$ cat src/common/rsb_regs.svh
/*
  Register addresses, field positions and reset values of the channel B
  receive status logic.
  Assumes the serial interface presents 6-bit register addresses.
*/
`ifndef RSB_REGS_SVH
`define RSB_REGS_SVH

// Register addresses
`define RSB_ADDR_W 6
`define RSB_ADDR_EOF_CFG 6'h06
`define RSB_ADDR_DATA_B 6'h0B
`define RSB_ADDR_STATUS 6'h08

// Status fields, upper nibble only
`define RSB_BIT_VALID_B 7
`define RSB_BIT_FLOW_B 6
`define RSB_BIT_EOF_B 5
`define RSB_BIT_FULL_B 4
`define RSB_LOW_NIBBLE 4'h0

// Reset values and counter constants
`define RSB_STATUS_RST 1'b0
`define RSB_DATA_RST 8'h00
`define RSB_CNT_ONE 8'h01
`define RSB_CNT_ZERO 8'h00

`endif

$ cat src/common/rsb_pkg.sv
/*
  Types shared by the channel B receive status logic.
  Assumes the receiver and the serial interface run on the device clock.
*/
package rsb_pkg;

  // One byte handed over by the channel B receiver
  typedef struct packed {
    logic load;
    logic all_valid;
    logic [7:0] data;
  } rsb_rx_evt_t;

  // One register read from the serial interface
  typedef struct packed {
    logic strobe;
    logic [5:0] addr;
  } rsb_rd_req_t;

  // End-of-frame watch, Gray coded along idle, count, expired
  typedef enum logic [1:0] {
    RSB_EOF_IDLE = 2'b00,
    RSB_EOF_COUNT = 2'b01,
    RSB_EOF_HIT = 2'b11
  } rsb_eof_t;

endpackage : rsb_pkg

$ cat src/logic/rsb_irq_status.sv
/*
  Channel B half (bits 7 to 4) of the receive interrupt status register,
  together with the channel B receive data register it watches.
  Assumes the receiver, the bit-time enable and the serial register
  interface are all logic on the device clock, so nothing is synchronised.
  The end-of-frame bit count comes from the configuration register kept
  elsewhere. The low nibble belongs to channel A and reads as zero here.
*/
`timescale 1ns/1ps
`include "rsb_regs.svh"

module rsb_irq_status #(
  parameter int DATA_W = 8,
  parameter int CNT_W = 8
) (
  input wire logic i_clk,
  input wire logic i_nrst,
  input rsb_pkg::rsb_rx_evt_t i_rx,
  input wire logic i_rx_active,
  input wire logic i_bit_tick,
  input wire logic i_bit_valid,
  input wire logic [CNT_W-1:0] i_eof_bits,
  input rsb_pkg::rsb_rd_req_t i_rd,
  output logic [DATA_W-1:0] o_rd_data,
  output logic o_rd_hit,
  output logic [7:0] o_status
);

  import rsb_pkg::*;

  ////////////////////////////////////////////////////////////////////////
  // Address decode

  wire logic rd_status = i_rd.strobe & (i_rd.addr == `RSB_ADDR_STATUS);
  wire logic rd_data_b = i_rd.strobe & (i_rd.addr == `RSB_ADDR_DATA_B);
  wire logic rd_mapped = rd_status | rd_data_b;

  ////////////////////////////////////////////////////////////////////////
  // Receive data B register

  logic [DATA_W-1:0] byte_q;
  logic byte_fresh;

  rsb_byte_reg #(
    .DATA_W(DATA_W)
  ) u_data_b (
    .i_clk(i_clk),
    .i_nrst(i_nrst),
    .i_load(i_rx.load),
    .i_data(i_rx.data[DATA_W-1:0]),
    .i_take(rd_data_b),
    .o_data(byte_q),
    .o_fresh(byte_fresh)
  );

  ////////////////////////////////////////////////////////////////////////
  // Flow violation events

  // New byte lands over one the host has not yet taken
  wire logic overflow = i_rx.load & byte_fresh & ~rd_data_b;
  // Host reads the data register with nothing new in it
  wire logic underflow = rd_data_b & ~byte_fresh;
  wire logic flow_evt = overflow | underflow;

  ////////////////////////////////////////////////////////////////////////
  // End-of-frame watch

  rsb_eof_t eof_state_reg;
  rsb_eof_t eof_state_next;
  logic [CNT_W-1:0] silent_cnt_reg;
  logic [CNT_W-1:0] silent_cnt_next;

  wire logic eof_enabled = (i_eof_bits != CNT_W'(`RSB_CNT_ZERO));
  wire logic silent_tick = i_bit_tick & ~i_bit_valid;
  wire logic [CNT_W-1:0] silent_inc = silent_cnt_reg + CNT_W'(`RSB_CNT_ONE);
  wire logic count_done = eof_enabled & (silent_inc == i_eof_bits);
  // No report once reception has stopped, even on the tick that ends it
  wire logic eof_evt = i_rx_active & (eof_state_reg == RSB_EOF_COUNT) &
                       silent_tick & count_done;

  always_comb begin
    eof_state_next = eof_state_reg;
    silent_cnt_next = silent_cnt_reg;
    unique case (eof_state_reg)
      RSB_EOF_IDLE: begin
        silent_cnt_next = CNT_W'(`RSB_CNT_ZERO);
        if (i_rx_active) begin
          eof_state_next = RSB_EOF_COUNT;
        end
      end
      RSB_EOF_COUNT: begin
        if (!i_rx_active) begin
          eof_state_next = RSB_EOF_IDLE;
          silent_cnt_next = CNT_W'(`RSB_CNT_ZERO);
        end else if (i_bit_tick && i_bit_valid) begin
          silent_cnt_next = CNT_W'(`RSB_CNT_ZERO);
        end else if (eof_evt) begin
          eof_state_next = RSB_EOF_HIT;
          silent_cnt_next = CNT_W'(`RSB_CNT_ZERO);
        end else if (silent_tick) begin
          silent_cnt_next = silent_inc;
        end
      end
      RSB_EOF_HIT: begin
        // One report per silence; a valid bit rearms the watch
        silent_cnt_next = CNT_W'(`RSB_CNT_ZERO);
        if (!i_rx_active) begin
          eof_state_next = RSB_EOF_IDLE;
        end else if (i_bit_tick && i_bit_valid) begin
          eof_state_next = RSB_EOF_COUNT;
        end
      end
      default: begin
        eof_state_next = RSB_EOF_IDLE;
        silent_cnt_next = CNT_W'(`RSB_CNT_ZERO);
      end
    endcase
  end

  always_ff @(posedge i_clk or negedge i_nrst) begin
    if (!i_nrst) begin
      eof_state_reg <= RSB_EOF_IDLE;
      silent_cnt_reg <= CNT_W'(`RSB_CNT_ZERO);
    end else begin
      eof_state_reg <= eof_state_next;
      silent_cnt_reg <= silent_cnt_next;
    end
  end

  ////////////////////////////////////////////////////////////////////////
  // Status flags

  logic valid_reg;
  logic flow_reg;
  logic eof_reg;
  logic full_reg;

  // Pending flags clear on a status read; a new event in that cycle wins
  wire logic clr = rd_status;

  // Tracks the byte currently held, not sticky
  wire logic valid_next = i_rx.load ? i_rx.all_valid : valid_reg;
  wire logic flow_next = flow_evt | (flow_reg & ~clr);
  wire logic eof_next = eof_evt | (eof_reg & ~clr);
  wire logic full_next = i_rx.load | (full_reg & ~clr);

  always_ff @(posedge i_clk or negedge i_nrst) begin
    if (!i_nrst) begin
      valid_reg <= `RSB_STATUS_RST;
      flow_reg <= `RSB_STATUS_RST;
      eof_reg <= `RSB_STATUS_RST;
      full_reg <= `RSB_STATUS_RST;
    end else begin
      valid_reg <= valid_next;
      flow_reg <= flow_next;
      eof_reg <= eof_next;
      full_reg <= full_next;
    end
  end

  wire logic [7:0] status_word = {valid_reg, flow_reg, eof_reg, full_reg, `RSB_LOW_NIBBLE};

  assign o_status = status_word;

  ////////////////////////////////////////////////////////////////////////
  // Read port

  // Unmapped addresses answer zero with the hit flag low
  wire logic [DATA_W-1:0] rd_mux = rd_status ? DATA_W'(status_word) :
                                   rd_data_b ? byte_q :
                                   DATA_W'(`RSB_DATA_RST);

  always_ff @(posedge i_clk or negedge i_nrst) begin
    if (!i_nrst) begin
      o_rd_data <= DATA_W'(`RSB_DATA_RST);
      o_rd_hit <= 1'b0;
    end else begin
      o_rd_hit <= i_rd.strobe & rd_mapped;
      if (i_rd.strobe) begin
        o_rd_data <= rd_mux;
      end
    end
  end

endmodule : rsb_irq_status

$ cat src/logic/rsb_byte_reg.sv
/*
  Channel B receive data holding register with a fresh-data flag.
  Assumes load and take are one-cycle pulses on the device clock.
*/
`timescale 1ns/1ps
`include "rsb_regs.svh"

module rsb_byte_reg #(
  parameter int DATA_W = 8
) (
  input wire logic i_clk,
  input wire logic i_nrst,
  input wire logic i_load,
  input wire logic [DATA_W-1:0] i_data,
  input wire logic i_take,
  output logic [DATA_W-1:0] o_data,
  output logic o_fresh
);

  // A load in the same cycle as a take leaves the new byte fresh
  wire logic fresh_next = i_load | (o_fresh & ~i_take);

  always_ff @(posedge i_clk or negedge i_nrst) begin
    if (!i_nrst) begin
      o_data <= DATA_W'(`RSB_DATA_RST);
      o_fresh <= 1'b0;
    end else begin
      if (i_load) begin
        o_data <= i_data;
      end
      o_fresh <= fresh_next;
    end
  end

endmodule : rsb_byte_reg

$ cat config.mk
export PLATFORM = sky130hd
export DESIGN_NAME = rsb_irq_status
export DESIGN_NICKNAME = d
export VERILOG_FILES = /design/src/common/rsb_pkg.sv /design/src/logic/rsb_irq_status.sv /design/src/logic/rsb_byte_reg.sv
export VERILOG_INCLUDE_DIRS = /design/src /design/src/common
export SDC_FILE = /design/constraint.sdc
export NUM_CORES = 1
export LEC_CHECK = 0
export ABC_AREA = 1
export BUFFER_PORTS_ARGS = -buffer_cell sky130_fd_sc_hd__buf_2
export CELL_PAD_IN_SITES_DETAIL_PLACEMENT = 1
export CELL_PAD_IN_SITES_GLOBAL_PLACEMENT = 1
export CORE_ASPECT_RATIO = 1.5
export CORE_MARGIN = 10
export CORE_UTILIZATION = 40
export DETAILED_ROUTE_END_ITERATION = 12
export GPL_TIMING_DRIVEN = 0
export PLACE_DENSITY = 0.85
export SETUP_SLACK_MARGIN = 0.15
export SYNTH_ARGS = -nofsm -noshare
export SYNTH_HDL_FRONTEND = slang
export SYNTH_SLANG_ARGS = --single-unit
$ cat constraint.sdc
create_clock -name i_clk -period 3.6 [get_ports i_clk]
set_clock_uncertainty 0.2 [all_clocks]
set_input_delay 0.72 -clock i_clk [delete_from_list [all_inputs] [get_ports i_clk]]
set_output_delay 0.72 -clock i_clk [all_outputs]
set_load 0.1 [all_outputs]
# After elaboration in Yosys (flattened, before gate mapping)
# Index checks and enable logic that the tools add are counted.
[word_totals]
ff_bits = 32
in_bits = 30
output_inout_bits = 17
wordCells = 64
[classes]
n_addsub = 1
n_eq_ne = 10
muxes = 14
bitwise_logic = 25
n_reduce_logical = 4
[ops]
columns = ["cell", "n"]
rows = [
  ["two-way mux 8 bit", 7],
  ["bitwise AND 1 bit", 15],
  ["equality test 6 x 4 -> 1 bit (second input constant)", 2],
  ["two-way mux 2 bit", 6],
  ["inequality test 3 bit (second input constant)", 3],
  ["adder 8 x 1 -> 8 bit (second input constant)", 1],
  ["equality test 8 bit", 1],
  ["nonzero test 8 bit", 1],
  ["OR 1 bit", 6],
  ["case mux 2 bit (3 select lines)", 1],
  ["inequality test 5 x 4 -> 1 bit (second input constant)", 1],
  ["NOT 1 bit", 4],
  ["AND reduction 4 bit", 1],
  ["equality test 2 x 1 -> 1 bit (second input constant)", 1],
  ["equality test 2 bit (second input constant)", 1],
  ["zero test 2 bit", 1],
  ["inequality test 2 bit (second input constant)", 1],
  ["logical AND 1 bit", 1],
]

# Longest topological paths before layout
[logic_depth]
word_depth = 8
ltp_mapped = 12
depth_no_buf = 12

# Cells and area by module
# From an unflattened synthesis, not the netlist that was laid out.
[hier_totals]
cells_unflattened = 246
area_unflattened_um2 = 1781.7
[modules_own_cells]
columns = ["mod", "n_inst", "cells_per_inst", "area_per_inst_um2", "seq_area_each_um2"]
rows = [
  ["rsb_irq_status", 1, 208, 1440.1, 575.6],
  ["rsb_byte_reg", 1, 38, 341.6, 225.2],
]

# Worst setup path before layout
# Ideal clock, no wire load.
[synth_timing]
path_kind = "in2reg"
startpoint = "in i_bit_tick"
endpoint = "reg silent_cnt_reg[0]"
setup_ns = 0.117
t_arrival_ns = 1.557
required_ns = 3.283
setup_slack_ns = 1.727
path_stages = 11
path_buffers = 0
cell_sequence = "inv_1 > nor2_1 > nand2_1 > nor2_1 > nand2_1 > nor2_1 > nand3_1 > nor2_2 > nand3_4 > nand2_1 > nand2_1"
[synth_via]
elab_chain_len = 7
word_cells_on_any_way = 9
cone_classes = "eq/ne: 1; mux: 4; bitwise: 3; reduce/logical: 1"
[synth_lines]
columns = ["item", "line", "source"]
rows = [
  ["start, declared", "rsb_irq_status.sv:20", "input wire logic i_bit_tick,"],
  ["bitwise AND 1 bit", "rsb_irq_status.sv:74", "wire logic silent_tick = i_bit_tick & ~i_bit_valid;"],
  ["bitwise AND 1 bit", "rsb_irq_status.sv:78", "wire logic eof_evt = i_rx_active & (eof_state_reg == RSB_EOF_COUNT) &"],
  ["bitwise AND 1 bit", "rsb_irq_status.sv:79", "silent_tick & count_done;"],
  ["two-way mux 8 bit", "rsb_irq_status.sv:97", "end else if (eof_evt) begin"],
  ["two-way mux 8 bit", "rsb_irq_status.sv:95", "end else if (i_bit_tick && i_bit_valid) begin"],
  ["two-way mux 8 bit", "rsb_irq_status.sv:92", "if (!i_rx_active) begin"],
  ["two-way mux 8 bit", "rsb_irq_status.sv:84", "unique case (eof_state_reg)"],
  ["end signal, assigned", "rsb_irq_status.sv:123", "silent_cnt_reg <= CNT_W'(`RSB_CNT_ZERO);"],
  ["end signal, assigned", "rsb_irq_status.sv:126", "silent_cnt_reg <= silent_cnt_next;"],
  ["end, declared", "rsb_irq_status.sv:70", "logic [CNT_W-1:0] silent_cnt_reg;"],
]
# Several ways; a longest one is shown, not always the timed one.
# A chain may end at the register's enable or synchronous reset.

# Final worst setup path
[layout_timing]
startpoint = "reg eof_reg"
endpoint = "out o_status[5]"
[layout_rtl]
columns = ["item", "line", "source"]
rows = [
  ["start, declared", "rsb_irq_status.sv:135", "logic eof_reg;"],
  ["start signal, assigned", "rsb_irq_status.sv:151", "eof_reg <= `RSB_STATUS_RST;"],
  ["start signal, assigned", "rsb_irq_status.sv:156", "eof_reg <= eof_next;"],
  ["end, declared", "rsb_irq_status.sv:26", "output logic [7:0] o_status"],
]
# No word-level cell between the ends.

==> flow_summary.yaml <==
critical_path:
  worstPathRequired_ps: 2680
  cp_data_arrival_time_ps: 1210
  reg2reg_setup_slack_ps: 1530
  critPathMaxFanout: 3
  start_kind: "flip-flop"
  critPathCaptureType: "primary output"
  crit_type: "flip-flop to primary output"
routing:
  post-route-drc-count: 0
  ant_nets: 0
  post_drt_wl_per_cell_um: 13.9
  drt_iter0_drc: 50
  vias_per_cell: 4.90
  first_pass_iters: 4
  finalWirelength_um: 4670
  vias: 1643
sta:
  finalSetupTns_ps: 0
  setup_violations: 0
  rsz0062_at_grt: "no"
  tightest_slew_ps: 709
  fin_crit_sh: 0.591
  fin_ws_ps: 1470
  finalHoldViolations: 0
  max_slew_margin: 0.527
  period_needed_ps: 2130
  fmax_mhz: 470
  slew_viol_final: 0
floorplan:
  dieArea_um2: 7640
  start_util: 0.421
  die_w_um: 74.8
  fp.dieH_um: 102
  core_area_um2: 4280
  pin_count: 47
  rows: 29
placed_design:
  port_buffers: 41
  placed_cell_area_um2: 2080
  dpl.cell_count: 327
  hpwl_um: 3830
  place_ws_ps: 1400
  gp_congestion: 0.787
power:
  p_leak_nw: 1.18
  total_power_mw: 0.769
  ir_drop_v: 0.000336
  pwr_density_cell_nw_per_um2: 355
grt:
  antenna_found_initial: 0
  grt_pass1_vias: 1838
  grt_usage: 0.136
  grt_pass1_wl_um: 8200
  grt_max_degree: 33
  grt-ovfl-total: 0
cts:
  clkTransAtPathRegs_ps: 70
  clk_latency_ps: 290
  cts_buffers: 5
  clock_path_buffers: 2
  numClockSinks: 32
  post_cts_buffers: 0
  hold_buffers: 0
  post_cts_resized: 0
  cts_htree_levels: 2
  cts_root_buffer: "clkbuf_8"
  cts_tree: "built"
synth:
  ys_types: 29
  synth_seq_cells: 32
  synth-edff-count: 0
  synthArstFlopShare: 1.00
  yosys_warnings: 0
  ys_seq_area_frac: 0.444
  synthCells: 237
  ys.flop_type: "dfrtp_1"
  syn_avg_cell_area_um2: 7.60
  syn_area_um2: 1800
final_layout:
  diodes: 0
  layout-drive-gt1-share: 0.266
  final_area_um2: 2170
  layout_common_cells: "78 x nand2_1, 41 x buf_2, 32 x dfrtp_1"
  final_common_cell: "nand2_1"
  area_growth_pct: 20.3
  post_layout_nonfiller_instances: 335
  final_nets: 319
min_path:
  hold_path_class: "input port to asynchronous set/reset pin"
job:
  maxCapViolCount: 0
status:
  outcome: "completed"
where the power goes:
group	switching (mW)	leakage (nW)	internal, mW
logic	0.0779	0.720	0.0312
clock network	0.131	0.0510	0.152
registers	0.00532	0.412	0.371
total	0.214	1.18	0.554
synth_stat cells, types with 3 or more instances:
| cell type | number | area (um^2) |
|---|---|---|
| o21ai_0 | 16 | 80.1 |
| clkbuf_1 | 3 | 11.3 |
| nand3_2 | 3 | 30.0 |
| inv_1 | 30 | 113 |
| nor2_4 | 3 | 33.8 |
| nand4_1 | 3 | 18.8 |
| nor2_1 | 13 | 48.8 |
| buf_4 | 8 | 60.1 |
| inv_2 | 3 | 11.3 |
| a22oi_1 | 3 | 22.5 |
| nand2_1 | 78 | 293 |
| nand3_1 | 12 | 60.1 |
| nand3b_1 | 3 | 22.5 |
| a21oi_1 | 3 | 15.0 |
| nand2_2 | 8 | 50.1 |
| dfrtp_1 | 32 | 801 |
worst max-delay path, cell delays in order (launching register included):
cell     delay (ps)
dfrtp_1         390
buf_4           120
buf_2           410
path summary, 6_finish.rpt:
kind / endpoint / cells after the start / from
max reg2reg: silent_cnt_reg[2]$_DFFE_PN0P_ / 12 / silent_cnt_reg[0]$_DFFE_PN0P_
min reg2reg: o_rd_data[3]$_DFFE_PN0P_ / 2 / o_rd_data[3]$_DFFE_PN0P_
max in group asynchronous: silent_cnt_reg[3]$_DFFE_PN0P_ / 1 / i_nrst
min in group i_clk: o_rd_data[3]$_DFFE_PN0P_ / 2 / o_rd_data[3]$_DFFE_PN0P_
max: o_status[5] / 2 / eof_reg$_DFF_PN0_
min: o_rd_data[4]$_DFFE_PN0P_ / 1 / i_nrst
area by class of cell:
| class | count | area [um^2] |
|---|---|---|
| Clock buffer | 6 | 82.6 |
| Buffer | 11 | 71.3 |
| Multi-Input combinational cell | 163 | 813 |
| Timing Repair Buffer | 41 | 205 |
| Clock inverter | 2 | 10.0 |
| Inverter | 34 | 128 |
| Tap cell | 46 | 57.6 |
| Fill cell | 584 | 2110 |
| Sequential cell | 32 | 801 |
layer usage:
layer  vias up  share of wire  global-route usage
met2        30           0.55               0.257
met1       775           0.37               0.133
li1        831              -                   -
met3         7          0.058              0.0407
met5         -              0                   0
met4         0          0.014              0.0482
metrics by stage:
stage | utilization | hold slack (ps)
final | 0.506 | 285
after global routing | 0.506 | 321
after CTS | 0.506 | 303
after detailed placement | 0.485 | 287
after global placement | 0.485 | 269
after floorplan | - | 224
cell families (layout without fill, tap and decap cells):
group / after synthesis / count (layout) / share of synthesized area
other: 1 / 4 / 0.00208
DFF: 32 / 32 / 0.444
AOI/OAI and AO/OA: 27 / 27 / 0.0840
buffers and inverters: 45 / 94 / 0.110
adders and majority gates: 1 / 1 / 0.00694
and+or+nand+nor: 129 / 129 / 0.335
xor gates and xnor gates: 2 / 2 / 0.0174
No activity file was read; power rests on OpenSTA's default activity.
